`config.mk`:
```
export PLATFORM = sky130hd
export DESIGN_NAME = acq_ctrl
export DESIGN_NICKNAME = d
export VERILOG_FILES = /design/src/acq_pkg.sv /design/src/acq_byte_fifo.sv /design/src/acq_dac_serial.sv /design/src/acq_ctrl.sv
export SDC_FILE = /design/constraint.sdc
export NUM_CORES = 1
export LEC_CHECK = 0
export ABC_AREA = 1
export BUFFER_PORTS_ARGS = -buffer_cell sky130_fd_sc_hd__clkbuf_2
export CAP_MARGIN = 15
export CORE_MARGIN = 3
export CORE_UTILIZATION = 50
export DETAILED_ROUTE_END_ITERATION = 12
export HOLD_SLACK_MARGIN = 0.02
export PLACE_DENSITY = 0.66
export REMOVE_ABC_BUFFERS = 1
export SLEW_MARGIN = 20
export SYNTH_ARGS = -nofsm -noshare
export SYNTH_HDL_FRONTEND = slang
export SYNTH_SLANG_ARGS = --single-unit
```
`constraint.sdc`:
```
create_clock -name ref_clk -period 11.8 [get_ports ref_clk]
set_input_delay 1.18 -clock ref_clk [delete_from_list [all_inputs] [get_ports ref_clk]]
set_output_delay 1.18 -clock ref_clk [all_outputs]
set_load 0.005 [all_outputs]
```
`src/acq_pkg.sv`:
```
// shared constants of the acquisition control block
// assumes an 8-bit host i/o port synchronous to ref_clk
package acq_pkg;
  // ==========================================================================
  // register offsets
  localparam logic [3:0] OFS_DATA_LO    = 4'h0;
  localparam logic [3:0] OFS_DATA_HI    = 4'h1;
  localparam logic [3:0] OFS_SCAN_RANGE = 4'h2;
  localparam logic [3:0] OFS_STATUS     = 4'h3;
  localparam logic [3:0] OFS_MODE       = 4'h4;
  localparam logic [3:0] OFS_THRESH     = 4'h5;
  localparam logic [3:0] OFS_DAC_LO     = 4'h6;
  localparam logic [3:0] OFS_DAC_HI     = 4'h7;
  // ==========================================================================
  // field positions
  localparam int MODE_IRQ_EN_BIT   = 0;
  localparam int MODE_TRIG_SEL_BIT = 4;
  localparam int ST_SCAN_EN_BIT    = 2;
  localparam int ST_DAC_BUSY_BIT   = 4;
  localparam int ST_OVF_BIT        = 5;
  localparam int ST_BUSY_BIT       = 7;
  localparam int FLUSH_BIT         = 0;
  // ==========================================================================
  // reset values and sizes
  localparam logic [7:0]  RST_SCAN_RANGE  = 8'h00;
  localparam logic [5:0]  RST_THRESH      = 6'h00;
  localparam logic [11:0] DAC_CODE_MID    = 12'h800;
  localparam int          FIFO_SAMPLES    = 48;
  localparam logic [5:0]  FIFO_SAMPLES_6  = 6'h30;
  localparam logic [1:0]  CLR_HOLD_CYC    = 2'h3;
  // ==========================================================================
  // timing
  localparam int CLK_PERIOD_NS  = 8;
  localparam int DAC_UPDATE_NS  = 30000;
  localparam int DAC_UPDATE_CYC = DAC_UPDATE_NS / CLK_PERIOD_NS;
  localparam int DAC_WORD_BITS  = 16;
  localparam int DAC_BIT_CYC    = DAC_UPDATE_CYC / DAC_WORD_BITS;
  // ==========================================================================
  // sequencer states
  typedef enum logic [1:0] {
    S_IDLE    = 2'b00,
    S_CONV    = 2'b01,
    S_PUSH_LO = 2'b10,
    S_PUSH_HI = 2'b11
  } acq_state_t;
endpackage : acq_pkg

```
`src/acq_byte_fifo.sv`:
```
// byte-wide sample store, one write and one pop port
// assumes the writer honours wr_ready and pops only when not empty
`timescale 1ns/1ps
`default_nettype none
module acq_byte_fifo
  import acq_pkg::*;
#(
  parameter int DEPTH = 2 * FIFO_SAMPLES,
  parameter int CW    = $clog2(DEPTH + 1)
)(
  // clock and reset
  input  wire logic          ref_clk,
  input  wire logic          rst,
  // control
  input  wire logic          flush,
  // write side
  input  wire logic          wr_valid,
  input  wire logic [7:0]    wr_data,
  output logic               wr_ready,
  // read side
  input  wire logic          rd_pop,
  output logic [7:0]         rd_data,
  output logic [CW-1:0]      count
);
  localparam int AW = $clog2(DEPTH);
  // ==========================================================================
  // storage and pointers
  logic [7:0]    mem [DEPTH];       // byte storage
  logic [AW-1:0] wptr_q, wptr_d;    // write pointer
  logic [AW-1:0] rptr_q, rptr_d;    // read pointer
  logic [CW-1:0] cnt_q, cnt_d;      // bytes held
  logic          do_wr, do_rd;

  // pointer wrap helper
  function automatic logic [AW-1:0] bump(input logic [AW-1:0] p);
    bump = (p == AW'(DEPTH - 1)) ? '0 : p + AW'(1);
  endfunction : bump

  assign wr_ready = (cnt_q != CW'(DEPTH));
  assign rd_data  = mem[rptr_q];
  assign count    = cnt_q;
  assign do_wr    = wr_valid && wr_ready && !flush;
  assign do_rd    = rd_pop && (cnt_q != '0) && !flush;

  // next pointers; flush empties without touching storage
  always_comb
  begin
    wptr_d = do_wr ? bump(wptr_q) : wptr_q;
    rptr_d = do_rd ? bump(rptr_q) : rptr_q;
    cnt_d  = cnt_q + CW'(do_wr) - CW'(do_rd);
    if (flush)
    begin
      wptr_d = '0;
      rptr_d = '0;
      cnt_d  = '0;
    end
  end

  // pointer registers
  always_ff @(posedge ref_clk)
  begin
    if (rst)
    begin
      wptr_q <= '0;
      rptr_q <= '0;
      cnt_q  <= '0;
    end
    else
    begin
      wptr_q <= wptr_d;
      rptr_q <= rptr_d;
      cnt_q  <= cnt_d;
    end
  end

  // storage write, no reset needed for data
  always_ff @(posedge ref_clk)
  begin
    if (do_wr)
      mem[wptr_q] <= wr_data;
  end
endmodule : acq_byte_fifo
`default_nettype wire

```
`src/acq_dac_serial.sv`:
```
// serial shifter toward the four-channel d/a chip
// assumes the chip samples sdata on the rising sclk and latches on load_n low
`timescale 1ns/1ps
`default_nettype none
module acq_dac_serial
  import acq_pkg::*;
#(
  parameter int BIT_CYC = DAC_BIT_CYC,
  parameter int NBITS   = DAC_WORD_BITS
)(
  // clock and reset
  input  wire logic             ref_clk,
  input  wire logic             rst,
  // request
  input  wire logic             start,
  input  wire logic [NBITS-1:0] word,
  output logic                  busy,
  // chip pins
  output logic                  sclk,
  output logic                  sdata,
  output logic                  load_n
);
  // ==========================================================================
  // shift state
  logic [NBITS-1:0] sh_q, sh_d;     // bits still to send, msb first
  logic [15:0]      tick_q, tick_d; // cycles inside the current bit
  logic [5:0]       left_q, left_d; // bits left, zero means load phase
  logic             busy_q, busy_d;
  logic             load_q, load_d;
  logic             bit_end;

  assign bit_end = (tick_q == 16'(BIT_CYC - 1));

  // next state: shift one bit per bit period, then one load strobe
  always_comb
  begin
    sh_d   = sh_q;
    tick_d = tick_q;
    left_d = left_q;
    busy_d = busy_q;
    load_d = 1'b0;
    if (!busy_q)
    begin
      if (start)
      begin
        sh_d   = word;
        tick_d = '0;
        left_d = 6'(NBITS);
        busy_d = 1'b1;
      end
    end
    else if (left_q == '0)
    begin
      // load strobe cycle ends the update
      load_d = 1'b1;
      busy_d = 1'b0;
    end
    else
    begin
      tick_d = bit_end ? '0 : tick_q + 16'h0001;
      if (bit_end)
      begin
        sh_d   = {sh_q[NBITS-2:0], 1'b0};
        left_d = left_q - 6'h01;
      end
    end
  end

  // registers
  always_ff @(posedge ref_clk)
  begin
    if (rst)
    begin
      sh_q   <= '0;
      tick_q <= '0;
      left_q <= '0;
      busy_q <= 1'b0;
      load_q <= 1'b0;
    end
    else
    begin
      sh_q   <= sh_d;
      tick_q <= tick_d;
      left_q <= left_d;
      busy_q <= busy_d;
      load_q <= load_d;
    end
  end

  // clock high in the second half of each bit
  assign busy   = busy_q;
  assign sdata  = sh_q[NBITS-1];
  assign sclk   = busy_q && (left_q != '0) && (tick_q >= 16'(BIT_CYC / 2));
  assign load_n = !load_q;
endmodule : acq_dac_serial
`default_nettype wire

```
`src/acq_ctrl.sv`:
```
// acquisition control: a/d trigger modes, sample store, d/a write port
// assumes a host i/o port on ref_clk and a converter front end that
// answers conv_start with one conv_done pulse carrying a 16-bit result
`timescale 1ns/1ps
`default_nettype none
module acq_ctrl
  import acq_pkg::*;
(
  // clock and reset
  input  wire logic        ref_clk,
  input  wire logic        rst,
  // host i/o port
  input  wire logic [3:0]  io_addr,
  input  wire logic        io_wr,
  input  wire logic        io_rd,
  input  wire logic [7:0]  io_wdata,
  output logic [7:0]       io_rdata,
  // trigger pins
  input  wire logic        trig_pin_timer,
  input  wire logic        trig_pin_ext,
  // converter front end
  output logic             conv_start,
  output logic [3:0]       conv_channel,
  input  wire logic        conv_done,
  input  wire logic [15:0] conv_data,
  // interrupt request
  output logic             adc_irq,
  // d/a chip
  output logic             dac_sclk,
  output logic             dac_sdata,
  output logic             dac_load_n,
  input  wire logic        dac_bipolar_strap,
  output logic             dac_clear,
  output logic             dac_clear_midscale
);
  // ==========================================================================
  // pin synchronisers
  logic [2:0] s1_q, s2_q, s3_q;     // three-stage chains
  logic [2:0] lvl_q, lvl_d;         // agreed levels
  logic [1:0] lvl_prev_q;           // for trigger edges
  logic [2:0] pins;

  assign pins = {dac_bipolar_strap, trig_pin_ext, trig_pin_timer};

  // a change counts once stages two and three agree
  always_comb
  begin
    for (int i = 0; i < 3; i++)
      lvl_d[i] = (s2_q[i] == s3_q[i]) ? s3_q[i] : lvl_q[i];
  end

  // chain registers, kept out of reset on purpose: the strap level has
  // settled by release, and a pin held high gives no false edge after it
  always_ff @(posedge ref_clk)
  begin
    s1_q       <= pins;
    s2_q       <= s1_q;
    s3_q       <= s2_q;
    lvl_q      <= lvl_d;
    lvl_prev_q <= lvl_q[1:0];
  end

  // ==========================================================================
  // control registers
  logic [3:0]  first_ch_q, first_ch_d;     // scan range start
  logic [3:0]  last_ch_q, last_ch_d;       // scan range end
  logic        scan_en_q, scan_en_d;       // channel_range_scan_enable
  logic        irq_en_q, irq_en_d;         // adc_irq_enable
  logic        trig_sel_q, trig_sel_d;     // adc_trigger_select
  logic [5:0]  thresh_q, thresh_d;         // interrupt level in samples
  logic [7:0]  dac_low_q, dac_low_d;       // pending low code byte
  logic        wr_any;
  logic        dac_busy;
  logic        dac_accept;
  logic        flush;

  assign wr_any     = io_wr;
  assign dac_accept = wr_any && (io_addr == OFS_DAC_HI) && !dac_busy;
  assign flush      = wr_any && (io_addr == OFS_DATA_HI) && io_wdata[FLUSH_BIT];

  // host writes into the control fields
  always_comb
  begin
    first_ch_d = first_ch_q;
    last_ch_d  = last_ch_q;
    scan_en_d  = scan_en_q;
    irq_en_d   = irq_en_q;
    trig_sel_d = trig_sel_q;
    thresh_d   = thresh_q;
    dac_low_d  = dac_low_q;
    if (wr_any)
    begin
      case (io_addr)
        OFS_SCAN_RANGE:
        begin
          first_ch_d = io_wdata[3:0];
          last_ch_d  = io_wdata[7:4];
        end
        OFS_STATUS: scan_en_d = io_wdata[ST_SCAN_EN_BIT];
        OFS_MODE:
        begin
          irq_en_d   = io_wdata[MODE_IRQ_EN_BIT];
          trig_sel_d = io_wdata[MODE_TRIG_SEL_BIT];
        end
        OFS_THRESH: thresh_d = io_wdata[5:0];
        // low byte is ignored while an update shifts out
        OFS_DAC_LO: dac_low_d = dac_busy ? dac_low_q : io_wdata;
        default: ;
      endcase
    end
  end

  // control registers
  always_ff @(posedge ref_clk)
  begin
    if (rst)
    begin
      first_ch_q <= RST_SCAN_RANGE[3:0];
      last_ch_q  <= RST_SCAN_RANGE[7:4];
      scan_en_q  <= 1'b0;
      irq_en_q   <= 1'b0;
      trig_sel_q <= 1'b0;
      thresh_q   <= RST_THRESH;
      dac_low_q  <= '0;
    end
    else
    begin
      first_ch_q <= first_ch_d;
      last_ch_q  <= last_ch_d;
      scan_en_q  <= scan_en_d;
      irq_en_q   <= irq_en_d;
      trig_sel_q <= trig_sel_d;
      thresh_q   <= thresh_d;
      dac_low_q  <= dac_low_d;
    end
  end

  // ==========================================================================
  // trigger choice
  logic trig_rise_timer, trig_rise_ext, trig;

  assign trig_rise_timer = lvl_q[0] && !lvl_prev_q[0];
  assign trig_rise_ext   = lvl_q[1] && !lvl_prev_q[1];
  // select 0 takes the timer tick, 1 the external pin
  assign trig = irq_en_q ? (trig_sel_q ? trig_rise_ext : trig_rise_timer)
                         : (wr_any && io_addr == OFS_DATA_LO);

  // ==========================================================================
  // conversion sequencer
  acq_state_t  st_q, st_d;
  logic [3:0]  ch_q, ch_d;          // channel being or next converted
  logic [15:0] res_q, res_d;        // result awaiting the store
  logic        start_q, start_d;    // one-cycle start toward converter
  logic        ovf_q, ovf_d;        // fifo_overflow_flag
  logic        fifo_wr_valid, fifo_wr_ready;
  logic [7:0]  fifo_wr_data, fifo_rd_data;
  logic [6:0]  fifo_count;
  logic [5:0]  samples;
  logic        fifo_pop;
  logic        scan_more;

  assign samples   = fifo_count[6:1];
  assign scan_more = scan_en_q && (ch_q != last_ch_q);

  // next channel with wrap back to the first of the range
  function automatic logic [3:0] next_ch(input logic [3:0] c, input logic [3:0] lo,
                                         input logic [3:0] hi);
    next_ch = (c == hi) ? lo : c + 4'h1;
  endfunction : next_ch

  // store bytes: low half first, then high half
  always_comb
  begin
    fifo_wr_valid = (st_q == S_PUSH_LO) || (st_q == S_PUSH_HI);
    fifo_wr_data  = (st_q == S_PUSH_HI) ? res_q[15:8] : res_q[7:0];
  end

  // sequencer next state
  always_comb
  begin
    st_d    = st_q;
    ch_d    = ch_q;
    res_d   = res_q;
    start_d = 1'b0;
    ovf_d   = flush ? 1'b0 : ovf_q;
    // a new range restarts the channel walk
    if (wr_any && io_addr == OFS_SCAN_RANGE)
      ch_d = io_wdata[3:0];
    case (st_q)
      S_IDLE:
      begin
        // triggers while busy are dropped
        if (trig)
        begin
          st_d    = S_CONV;
          start_d = 1'b1;
          if (scan_en_q)
            ch_d = first_ch_q;
        end
      end
      S_CONV:
      begin
        if (conv_done)
        begin
          res_d = conv_data;
          // full store or held overflow: keep contents, drop result
          if (ovf_q || samples >= FIFO_SAMPLES_6)
          begin
            ovf_d = 1'b1;
            if (scan_more)
            begin
              ch_d    = ch_q + 4'h1;
              start_d = 1'b1;
            end
            else
            begin
              st_d = S_IDLE;
              if (!scan_en_q)
                ch_d = next_ch(ch_q, first_ch_q, last_ch_q);
            end
          end
          else
            st_d = S_PUSH_LO;
        end
      end
      S_PUSH_LO:
      begin
        if (fifo_wr_ready)
          st_d = S_PUSH_HI;
      end
      S_PUSH_HI:
      begin
        if (fifo_wr_ready)
        begin
          if (scan_more)
          begin
            // next channel of the scan, busy stays up
            ch_d    = ch_q + 4'h1;
            start_d = 1'b1;
            st_d    = S_CONV;
          end
          else
          begin
            // last conversion done, single mode steps for the next trigger
            st_d = S_IDLE;
            if (!scan_en_q)
              ch_d = next_ch(ch_q, first_ch_q, last_ch_q);
          end
        end
      end
      default: st_d = S_IDLE;
    endcase
  end

  // sequencer registers
  always_ff @(posedge ref_clk)
  begin
    if (rst)
    begin
      st_q    <= S_IDLE;
      ch_q    <= RST_SCAN_RANGE[3:0];
      res_q   <= '0;
      start_q <= 1'b0;
      ovf_q   <= 1'b0;
    end
    else
    begin
      st_q    <= st_d;
      ch_q    <= ch_d;
      res_q   <= res_d;
      start_q <= start_d;
      ovf_q   <= ovf_d;
    end
  end

  assign conv_start   = start_q;
  assign conv_channel = ch_q;

  acq_byte_fifo #(
    .DEPTH (2 * FIFO_SAMPLES),
    .CW    (7)
  ) u_fifo (
    .ref_clk  (ref_clk),
    .rst      (rst),
    .flush    (flush),
    .wr_valid (fifo_wr_valid),
    .wr_data  (fifo_wr_data),
    .wr_ready (fifo_wr_ready),
    .rd_pop   (fifo_pop),
    .rd_data  (fifo_rd_data),
    .count    (fifo_count)
  );

  // ==========================================================================
  // interrupt level; zero threshold never fires
  logic irq_q, irq_d;

  always_comb
  begin
    irq_d = irq_en_q && (thresh_q != '0) && (samples >= thresh_q);
  end

  always_ff @(posedge ref_clk)
  begin
    if (rst)
      irq_q <= 1'b0;
    else
      irq_q <= irq_d;
  end

  assign adc_irq = irq_q;

  // ==========================================================================
  // host reads; data bytes pop the store
  logic [7:0] rdata_q, rdata_d;
  logic       conv_busy;

  assign conv_busy = (st_q != S_IDLE);
  assign fifo_pop  = io_rd && (io_addr == OFS_DATA_LO || io_addr == OFS_DATA_HI);

  always_comb
  begin
    rdata_d = rdata_q;
    if (io_rd)
    begin
      case (io_addr)
        OFS_DATA_LO,
        OFS_DATA_HI:    rdata_d = fifo_rd_data;
        OFS_SCAN_RANGE: rdata_d = {last_ch_q, first_ch_q};
        OFS_STATUS:     rdata_d = {conv_busy, 1'b0, ovf_q, dac_busy,
                                   1'b0, scan_en_q, 2'b00};
        OFS_MODE:       rdata_d = {3'b000, trig_sel_q, 3'b000, irq_en_q};
        OFS_THRESH:     rdata_d = {2'b00, thresh_q};
        default:        rdata_d = 8'h00;
      endcase
    end
  end

  always_ff @(posedge ref_clk)
  begin
    if (rst)
      rdata_q <= 8'h00;
    else
      rdata_q <= rdata_d;
  end

  assign io_rdata = rdata_q;

  // ==========================================================================
  // d/a write port: channel in 7:6, code nibble in 3:0, 5:4 dropped
  logic [15:0] dac_word;

  assign dac_word = {2'b00, io_wdata[7:6], io_wdata[3:0], dac_low_q};

  // codes pass untouched; bipolar offset binary is the chip's wiring
  acq_dac_serial #(
    .BIT_CYC (DAC_BIT_CYC),
    .NBITS   (DAC_WORD_BITS)
  ) u_dac (
    .ref_clk (ref_clk),
    .rst     (rst),
    .start   (dac_accept),
    .word    (dac_word),
    .busy    (dac_busy),
    .sclk    (dac_sclk),
    .sdata   (dac_sdata),
    .load_n  (dac_load_n)
  );

  // ==========================================================================
  // power-up clear; strap caught once the synchroniser has settled
  logic [1:0] clr_cnt_q, clr_cnt_d;
  logic       mid_q, mid_d;

  always_comb
  begin
    clr_cnt_d = (clr_cnt_q == CLR_HOLD_CYC) ? clr_cnt_q : clr_cnt_q + 2'h1;
    mid_d     = (clr_cnt_q == CLR_HOLD_CYC - 2'h1) ? lvl_q[2] : mid_q;
  end

  always_ff @(posedge ref_clk)
  begin
    if (rst)
    begin
      clr_cnt_q <= '0;
      mid_q     <= 1'b0;
    end
    else
    begin
      clr_cnt_q <= clr_cnt_d;
      mid_q     <= mid_d;
    end
  end

  // clear is zero scale in both modes; midscale takes the strap level in the cycle clear drops and holds it after
  assign dac_clear          = (clr_cnt_q != CLR_HOLD_CYC);
  assign dac_clear_midscale = mid_q;
endmodule : acq_ctrl
`default_nettype wire

```
==> summary.md, run 1 <==
| Metric | Value |
|---|---|
| Final setup viols | `0` |
| Horiz. Die Dim | `282 um` |
| Synth Area in Simple Gates | `0.205` |
| Yosys warning count | `0` |
| Static leakage | `15.0 nW` |
| Relative slew slack | `0.199` |
| Worst Path Required | `12350 ps` |
| RSZ-0062 raised after global routing | `false` |
| F_max | `0.255 GHz` |
| I/O Buffers | `54` |
| Largest net degree at the start of global routing | `215` |
| Setup CP Type | `reg2reg` |
| Share of the synthesized area in the top cell type | `0.609` |
| Adder-cell share of the synthesized area | `0.00941` |
| Wire length per cell | `20.3 um` |
| CTS tree | `done` |
| Top post-synthesis cells by area | `edfxtp_1, nand2_1, dfxtp_1, nand3_1, nor2_1` |
| Setup Skew | `25.1 ps` |
| Sequential share of the synthesized area | `0.683` |
| Fin. max-slew vios | `0` |
| Cell Area, Synth | `0.0380 sq mm` |
| Nets | `3542` |
| Sink Count | `911` |
| Worst IR Drop VDD | `0.134 mV` |
| Seq cells post-synth | `911` |
| Placed cell area | `0.0387 sq mm` |
| Reg clk slew, reported paths | `60 ps` |
| 1st-iter DRT viols | `2700` |
| Worst-Margin Slew | `1200 ps` |
| Async SR Flop Fraction | `0` |
| Worst hold path class | `reg2reg` |
| Mux contribution to synthesized area | `0` |
| CTS buffer count | `91` |
| Initial antenna violation count | `0` |
| Final hold violation count | `0` |
| Crit path arrival time | `4480 ps` |
| First-pass iteration count of the detailed router | `6` |
| Compound-Gate Fraction of Synth Area | `0.0550` |
| CTS resizes | `0` |
| Synth area leader | `edfxtp_1` |
| Post-synth EDFFs | `771` |
| ANT cells | `0` |
| Clock tree buffer depth | `3` |
| Crit-path max FO | `188` |
| Core area | `0.0749 sq mm` |
| Post-CTS Setup Bufs | `0` |
| Worst-Skew Late Latency | `630 ps` |
| Layout overhead on the synthesized area | `9.72%` |
| Share of post-route cells with drive strength above 1 | `0.0766` |
| Fin Setup TNS | `0 ps` |
| RePlAce Congestion | `0.883` |
| Element type at the critical path end | `register` |
| Power per Cell Area | `164 mW/mm^2` |
| Synth Area in XOR/XNOR | `0.00415` |
| Status | `finished, final reports clean` |
| R2r setup slk | `7870 ps` |
| Max-cap violations | `0` |
| Drt drc | `0` |
| First-pass GRT wire length | `141 mm` |
| Worst r2r path cells | `17` |
| Routed WL | `91.8 mm` |
| Top-Level Pins | `55` |
| Via count | `25500` |
| Row Count | `100` |
| Vias in the first global route | `24300` |
| Post-route cell area | `0.0417 sq mm` |
| HPWL Detailed | `51.4 mm` |
| Avg Cell Area, Syn | `10.9 sq um` |
| Tmin final | `3930 ps` |
| Hold buffers post-CTS | `0` |
| Critical R2R Capture | `io_rdata[1]` |
| H-tree levels | `3` |
| Hold depth | `0` |
| Netlist cell types | `48` |
| Gr ovfl total | `0` |
| GRT Util Overall | `0.232` |
| Final period util | `0.333` |
| Post-synth top flop | `edfxtp_1` |
| Die Y | `282 um` |
| Hold endpoint | `s2_q[0]` |
| Commonest non-fill, non-tap cell in the layout | `nand2_1` |
| Cells after Synth | `3495` |
| DR vias/cell | `5.65` |
| Post-route ant nets | `0` |
| Commonest non-fill, non-tap cells in the layout | `nand2_1, edfxtp_1, nand3_1` |
| Initial core utilization | `0.507` |
| Largest family of logic cells by synthesized area | `simple AND/OR/NAND/NOR gates` |
| Critical path startpoint category | `register` |
| Die footprint | `0.0794 sq mm` |
| Root buffer cell | `clkbuf_16` |
| Hold wc startpoint | `s1_q[0]` |
-- synthesized netlist by cell type (all sizes together) (2+ instances only) --
master   instances
or2              5
inv            124
a21oi          144
edfxtp         771
o21bai           2
nand2          986
o22ai           10
xor2            12
a211oi           2
ha              27
a31oi           16
o221ai           8
buf            140
nor3            21
a22o             2
nor4             6
nor2           248
clkbuf          60
o21a             4
o31ai           25
o21ai          142
dfxtp          140
nor3b            4
a221oi           2
nand4           19
nand3          548
o2111ai          2
xnor2            6
clkinv           4
nand3b           2
o211ai           9
-- worst max-delay path: stages, from the launching register on --
cell	delay (ps)
dfxtp_4	410
clkinv_8	500
buf_4	710
buf_4	660
nand2_1	120
nand3_1	110
nand3_1	100
nand2_1	90
nand2_1	60
nand3_1	170
nand3_1	120
nand2_1	160
nand2_1	70
nand2_1	130
nand2_1	80
nand2_1	90
nand2_1	50
a21oi_1	110
-- layer usage --
metal	track usage	wire length [um]	share of wire
met4	0.0793	2670	0.029
met5	0	0	0
met2	0.362	42400	0.46
met1	0.334	39000	0.43
met3	0.0378	7690	0.084
-- registers in the layout (all words and copies together), names as in the netlist, 7 cells and up, named ones only --
register       cells
dac_low_q          8
io_rdata           8
res_q             16
u_dac.sh_q        16
u_dac.tick_q      16
u_fifo.count       7
u_fifo.mem       768
u_fifo.rptr_q      7
u_fifo.wptr_q      7
-- worst max-delay path by stage --
stage                                 end  slack, ps  depth (start not counted)
after global routing          io_rdata[1]       7540                         17
after detailed placement  u_fifo.count[6]       7660                         17
final                         io_rdata[1]       7870                         17
after floorplan               io_rdata[4]        550                         11
after CTS                     io_rdata[1]       7820                         17
after global placement    u_fifo.count[6]       7680                         17
-- stage by stage --
step / total power [mW] / worst slack (ps) / utilization / cells / hold WS (ps)
after floorplan: 3.89 / 552 / - / 3295 / 310
after global placement: 4.00 / 7680 / 0.517 / 4353 / 311
after detailed placement: 4.01 / 7660 / 0.517 / 4353 / 314
after CTS: 6.86 / 7820 / 0.556 / 4518 / 329
after global routing: 7.04 / 7540 / 0.557 / 4519 / 334
final: 6.83 / 7870 / 0.557 / 4519 / 326
-- cells by family (layout without fill, tap and decap cells) --
family,Yosys count,count (layout)
and+or+nand+nor,1839,1839
DFF,911,911
AOI/OAI and AO/OA,371,371
buffers and inverters,328,383
adders and majority gates,28,28
xor gates and xnor gates,18,18
-- power breakdown --
group | total (mW) | internal, mW | switching [mW]
registers | 3.53 | 3.51 | 0.0204
clock network | 2.88 | 1.68 | 1.20
logic | 0.412 | 0.120 | 0.292
total | 6.83 | 5.31 | 1.52
-- final cells by class --
| cell class | instances | area [sq um] |
|---|---|---|
| fillers | 6251 | 33200 |
| flip-flops and latches | 911 | 26000 |
| multi-input cells | 2256 | 10500 |
| clock buffers | 107 | 2450 |
| well taps | 969 | 1210 |
| repair buffers | 90 | 584 |
| clock inverters | 58 | 522 |
| inverters | 128 | 500 |
Note: power is estimated with default switching activity, not from simulation.
==> run 2, diff against run 1 <==
ABC_AREA = 0   (was 1)
PLACE_DENSITY = 0.68   (was 0.66)
clock period = 3.5 ns   (was 11.8 ns; I/O delays follow)
==> run 2 against run 1 <==
Against the previous run: total power rose to 3.2 times the previous value; combinational power rose by 100%; non-clock buffer count rose by 148; synthesized area fell by 3.7%; synthesized cell count fell by 38%; first-iteration DRC count fell by 16%; sequential share of layout area fell by 0.30 points; cell area rose by 0.48%; critical path depth fell by 5; clock skew rose by 2.8 ps; global-route usage fell by 0.80 points; final cell count fell by 25%; critical endpoint is now u_fifo.mem[42][0]; largest cell class unchanged.
==> summary.md, run 2 <==
| Metric | Value |
|---|---|
| Status | `finished, final reports clean` |
| Max-cap violations | `0` |
| Row Count | `98` |
| F_max | `0.309 GHz` |
| Largest family of logic cells by synthesized area | `multiplexers` |
| Worst hold path class | `in2reg` |
| Fin. max-slew vios | `0` |
| Setup CP Type | `reg2reg` |
| Worst IR Drop VDD | `0.493 mV` |
| Static leakage | `14.5 nW` |
| Synth area leader | `edfxtp_1` |
| CTS tree | `done` |
| Synth Area in XOR/XNOR | `0.00861` |
| Element type at the critical path end | `register` |
| CTS buffer count | `93` |
| Sink Count | `911` |
| Sequential share of the synthesized area | `0.709` |
| Root buffer cell | `clkbuf_16` |
| Seq cells post-synth | `911` |
| Via count | `20500` |
| 1st-iter DRT viols | `2268` |
| Tmin final | `3230 ps` |
| Adder-cell share of the synthesized area | `0.00977` |
| First-pass GRT wire length | `131 mm` |
| Compound-Gate Fraction of Synth Area | `0.0422` |
| Horiz. Die Dim | `277 um` |
| Routed WL | `85.9 mm` |
| Avg Cell Area, Syn | `17.0 sq um` |
| Async SR Flop Fraction | `0` |
| Die footprint | `0.0765 sq mm` |
| Fin Setup TNS | `0 ps` |
| Core area | `0.0720 sq mm` |
| Top-Level Pins | `55` |
| Origin of the critical flop-to-flop path | `u_fifo.count[2]` |
| Yosys warning count | `0` |
| Critical R2R Capture | `u_fifo.mem[42][0]` |
| Post-route ant nets | `0` |
| ANT cells | `0` |
| Critical path startpoint category | `register` |
| Final setup viols | `0` |
| GRT Util Overall | `0.224` |
| DR vias/cell | `6.05` |
| Netlist cell types | `74` |
| Drt drc | `0` |
| Reg clk slew, reported paths | `60 ps` |
| Clock tree buffer depth | `3` |
| HPWL Detailed | `54.2 mm` |
| RePlAce Congestion | `0.910` |
| Tightest hold margin | `92.0 ps` |
| Max reg flops | `768` |
| RSZ-0062 raised after global routing | `false` |
| Commonest non-fill, non-tap cells in the layout | `edfxtp_1, nor2_1, mux4_2` |
| Crit path arrival time | `3560 ps` |
| Gr ovfl total | `0` |
| Power per Cell Area | `522 mW/mm^2` |
| Worst-Margin Slew | `1010 ps` |
| H-tree levels | `3` |
| Share of post-route cells with drive strength above 1 | `0.225` |
| Initial core utilization | `0.509` |
| Largest net degree at the start of global routing | `97` |
| Share of the synthesized area in the top cell type | `0.632` |
| Top post-synthesis cells by area | `edfxtp_1, mux4_2, dfxtp_1, nor2_1, mux2i_1` |
| Final hold violation count | `0` |
| Layout overhead on the synthesized area | `14.5%` |
| Filler cell count | `5227` |
| Cell Area, Synth | `0.0366 sq mm` |
| Commonest non-fill, non-tap cell in the layout | `edfxtp_1` |
| Post-synth EDFFs | `771` |
| Initial antenna violation count | `0` |
| Top post-synthesis cells by count | `edfxtp_1, nor2_1, mux4_2` |
| Cells after Synth | `2159` |
| Critical path origin | `u_fifo.count[2]` |
| Die Y | `277 um` |
| Final setup margin | `268 ps` |
| Total power | `21.9 mW` |
| Worst Path Required | `3830 ps` |
| Largest reg by FF count | `u_fifo.mem` |
| First-pass iteration count of the detailed router | `9` |
| Final period util | `0.924` |
| Placed cell area | `0.0388 sq mm` |
| Setup Skew | `27.9 ps` |
| Nets | `2436` |
| R2r setup slk | `270 ps` |
| Crit-path max FO | `8` |
| Top-count cell post-synth | `edfxtp_1` |
| Worst slack, placed | `270 ps` |
| Mux contribution to synthesized area | `0.144` |
| Post-synth top flop | `edfxtp_1` |
| Worst r2r path cells | `12` |
| Timing endpoint of the critical path | `u_fifo.mem[42][0]` |
| Worst-Skew Late Latency | `640 ps` |
| Post-route cell area | `0.0419 sq mm` |
| I/O Buffers | `54` |
| Wire length per cell | `25.3 um` |
| Synth Area in Simple Gates | `0.0641` |
| Vias in the first global route | `20500` |
| Relative slew slack | `0.325` |
==> run 2: cell count changes in the layout (fill, tap and decap cells not counted), sizes merged, moves of 92 or more <==
cell   delta
nand3   -498
buf     +126
nand2   -825
o21ai   -106
mux4    +189
inv      -92
==> run 2: how the worst min path moves through the flow <==
| stage | to | from | depth (start not counted) |
|---|---|---|---|
| 6_report | thresh_q[3] | io_wdata[3] | 3 |
| 5_1_grt | thresh_q[3] | io_wdata[3] | 3 |
| 4_1_cts | thresh_q[3] | io_wdata[3] | 3 |
| 3_5_place_dp | s2_q[2] | s1_q[2] | 0 |
| 3_3_place_gp | s2_q[2] | s1_q[2] | 0 |
| 2_1_floorplan | s2_q[0] | s1_q[0] | 0 |
==> run 2: kinds of logic after synthesis <==
kind of cell / count (synthesis)
fa+ha+maj: 28
simple gates: 517
flops: 911
xor+xnor: 36
mux: 282
compound gates: 231
buf+inv: 154
==> run 2: metrics by stage <==
step | cells | utilization
2_1_floorplan | 2039 | -
6_report | 3388 | 0.582
3_5_place_dp | 3203 | 0.540
5_1_grt | 3388 | 0.582
4_1_cts | 3387 | 0.582
3_3_place_gp | 3203 | 0.539
==> run 2: critical path: stages, from the launching register on <==
cell        delay (ps)
dfxtp_1            360
inv_1               80
ha_1               190
nor3b_1            150
nand3_1            110
nand3_1            250
clkinvlp_4         180
buf_4              170
nand2_1             90
nor2_1             220
nand2_1            350
nor2_1             540
buf_4              250
==> run 2: layout make-up <==
type / count / area [sq um] / share of cell area
well taps: 950 / 1190 / 0.0284
clock inverters: 44 / 328 / 0.00782
flip-flops and latches: 911 / 26000 / 0.619
inverters: 34 / 131 / 0.00313
multi-input cells: 1094 / 9930 / 0.237
clock buffers: 117 / 2490 / 0.0595
repair buffers: 238 / 1880 / 0.0449
==> run 2: what timing repair did <==
item | CTS | global route
resized for setup | 0 | 1
endpoints found under the hold margin | 30 | 0
hold buffers | 23 | 0
endpoints found under the setup margin | 0 | 1
setup buffers | 0 | 1
==> run 2: routing by layer <==
layer / track usage / vias to the layer above / wire [um]
met5: 0 / - / 0
met4: 0.0652 / 0 / 2780
met3: 0.0466 / 195 / 7680
met2: 0.353 / 969 / 40700
met1: 0.319 / 10400 / 34700
li1: - / 8920 / -
==> run 2: power by group <==
part,leakage [nW],switching (mW),total (mW),internal (mW)
logic,4.11,0.481,0.829,0.348
registers,9.04,0.0619,11.8,11.7
clock network,1.38,3.94,9.24,5.30
total,14.5,4.48,21.9,17.4
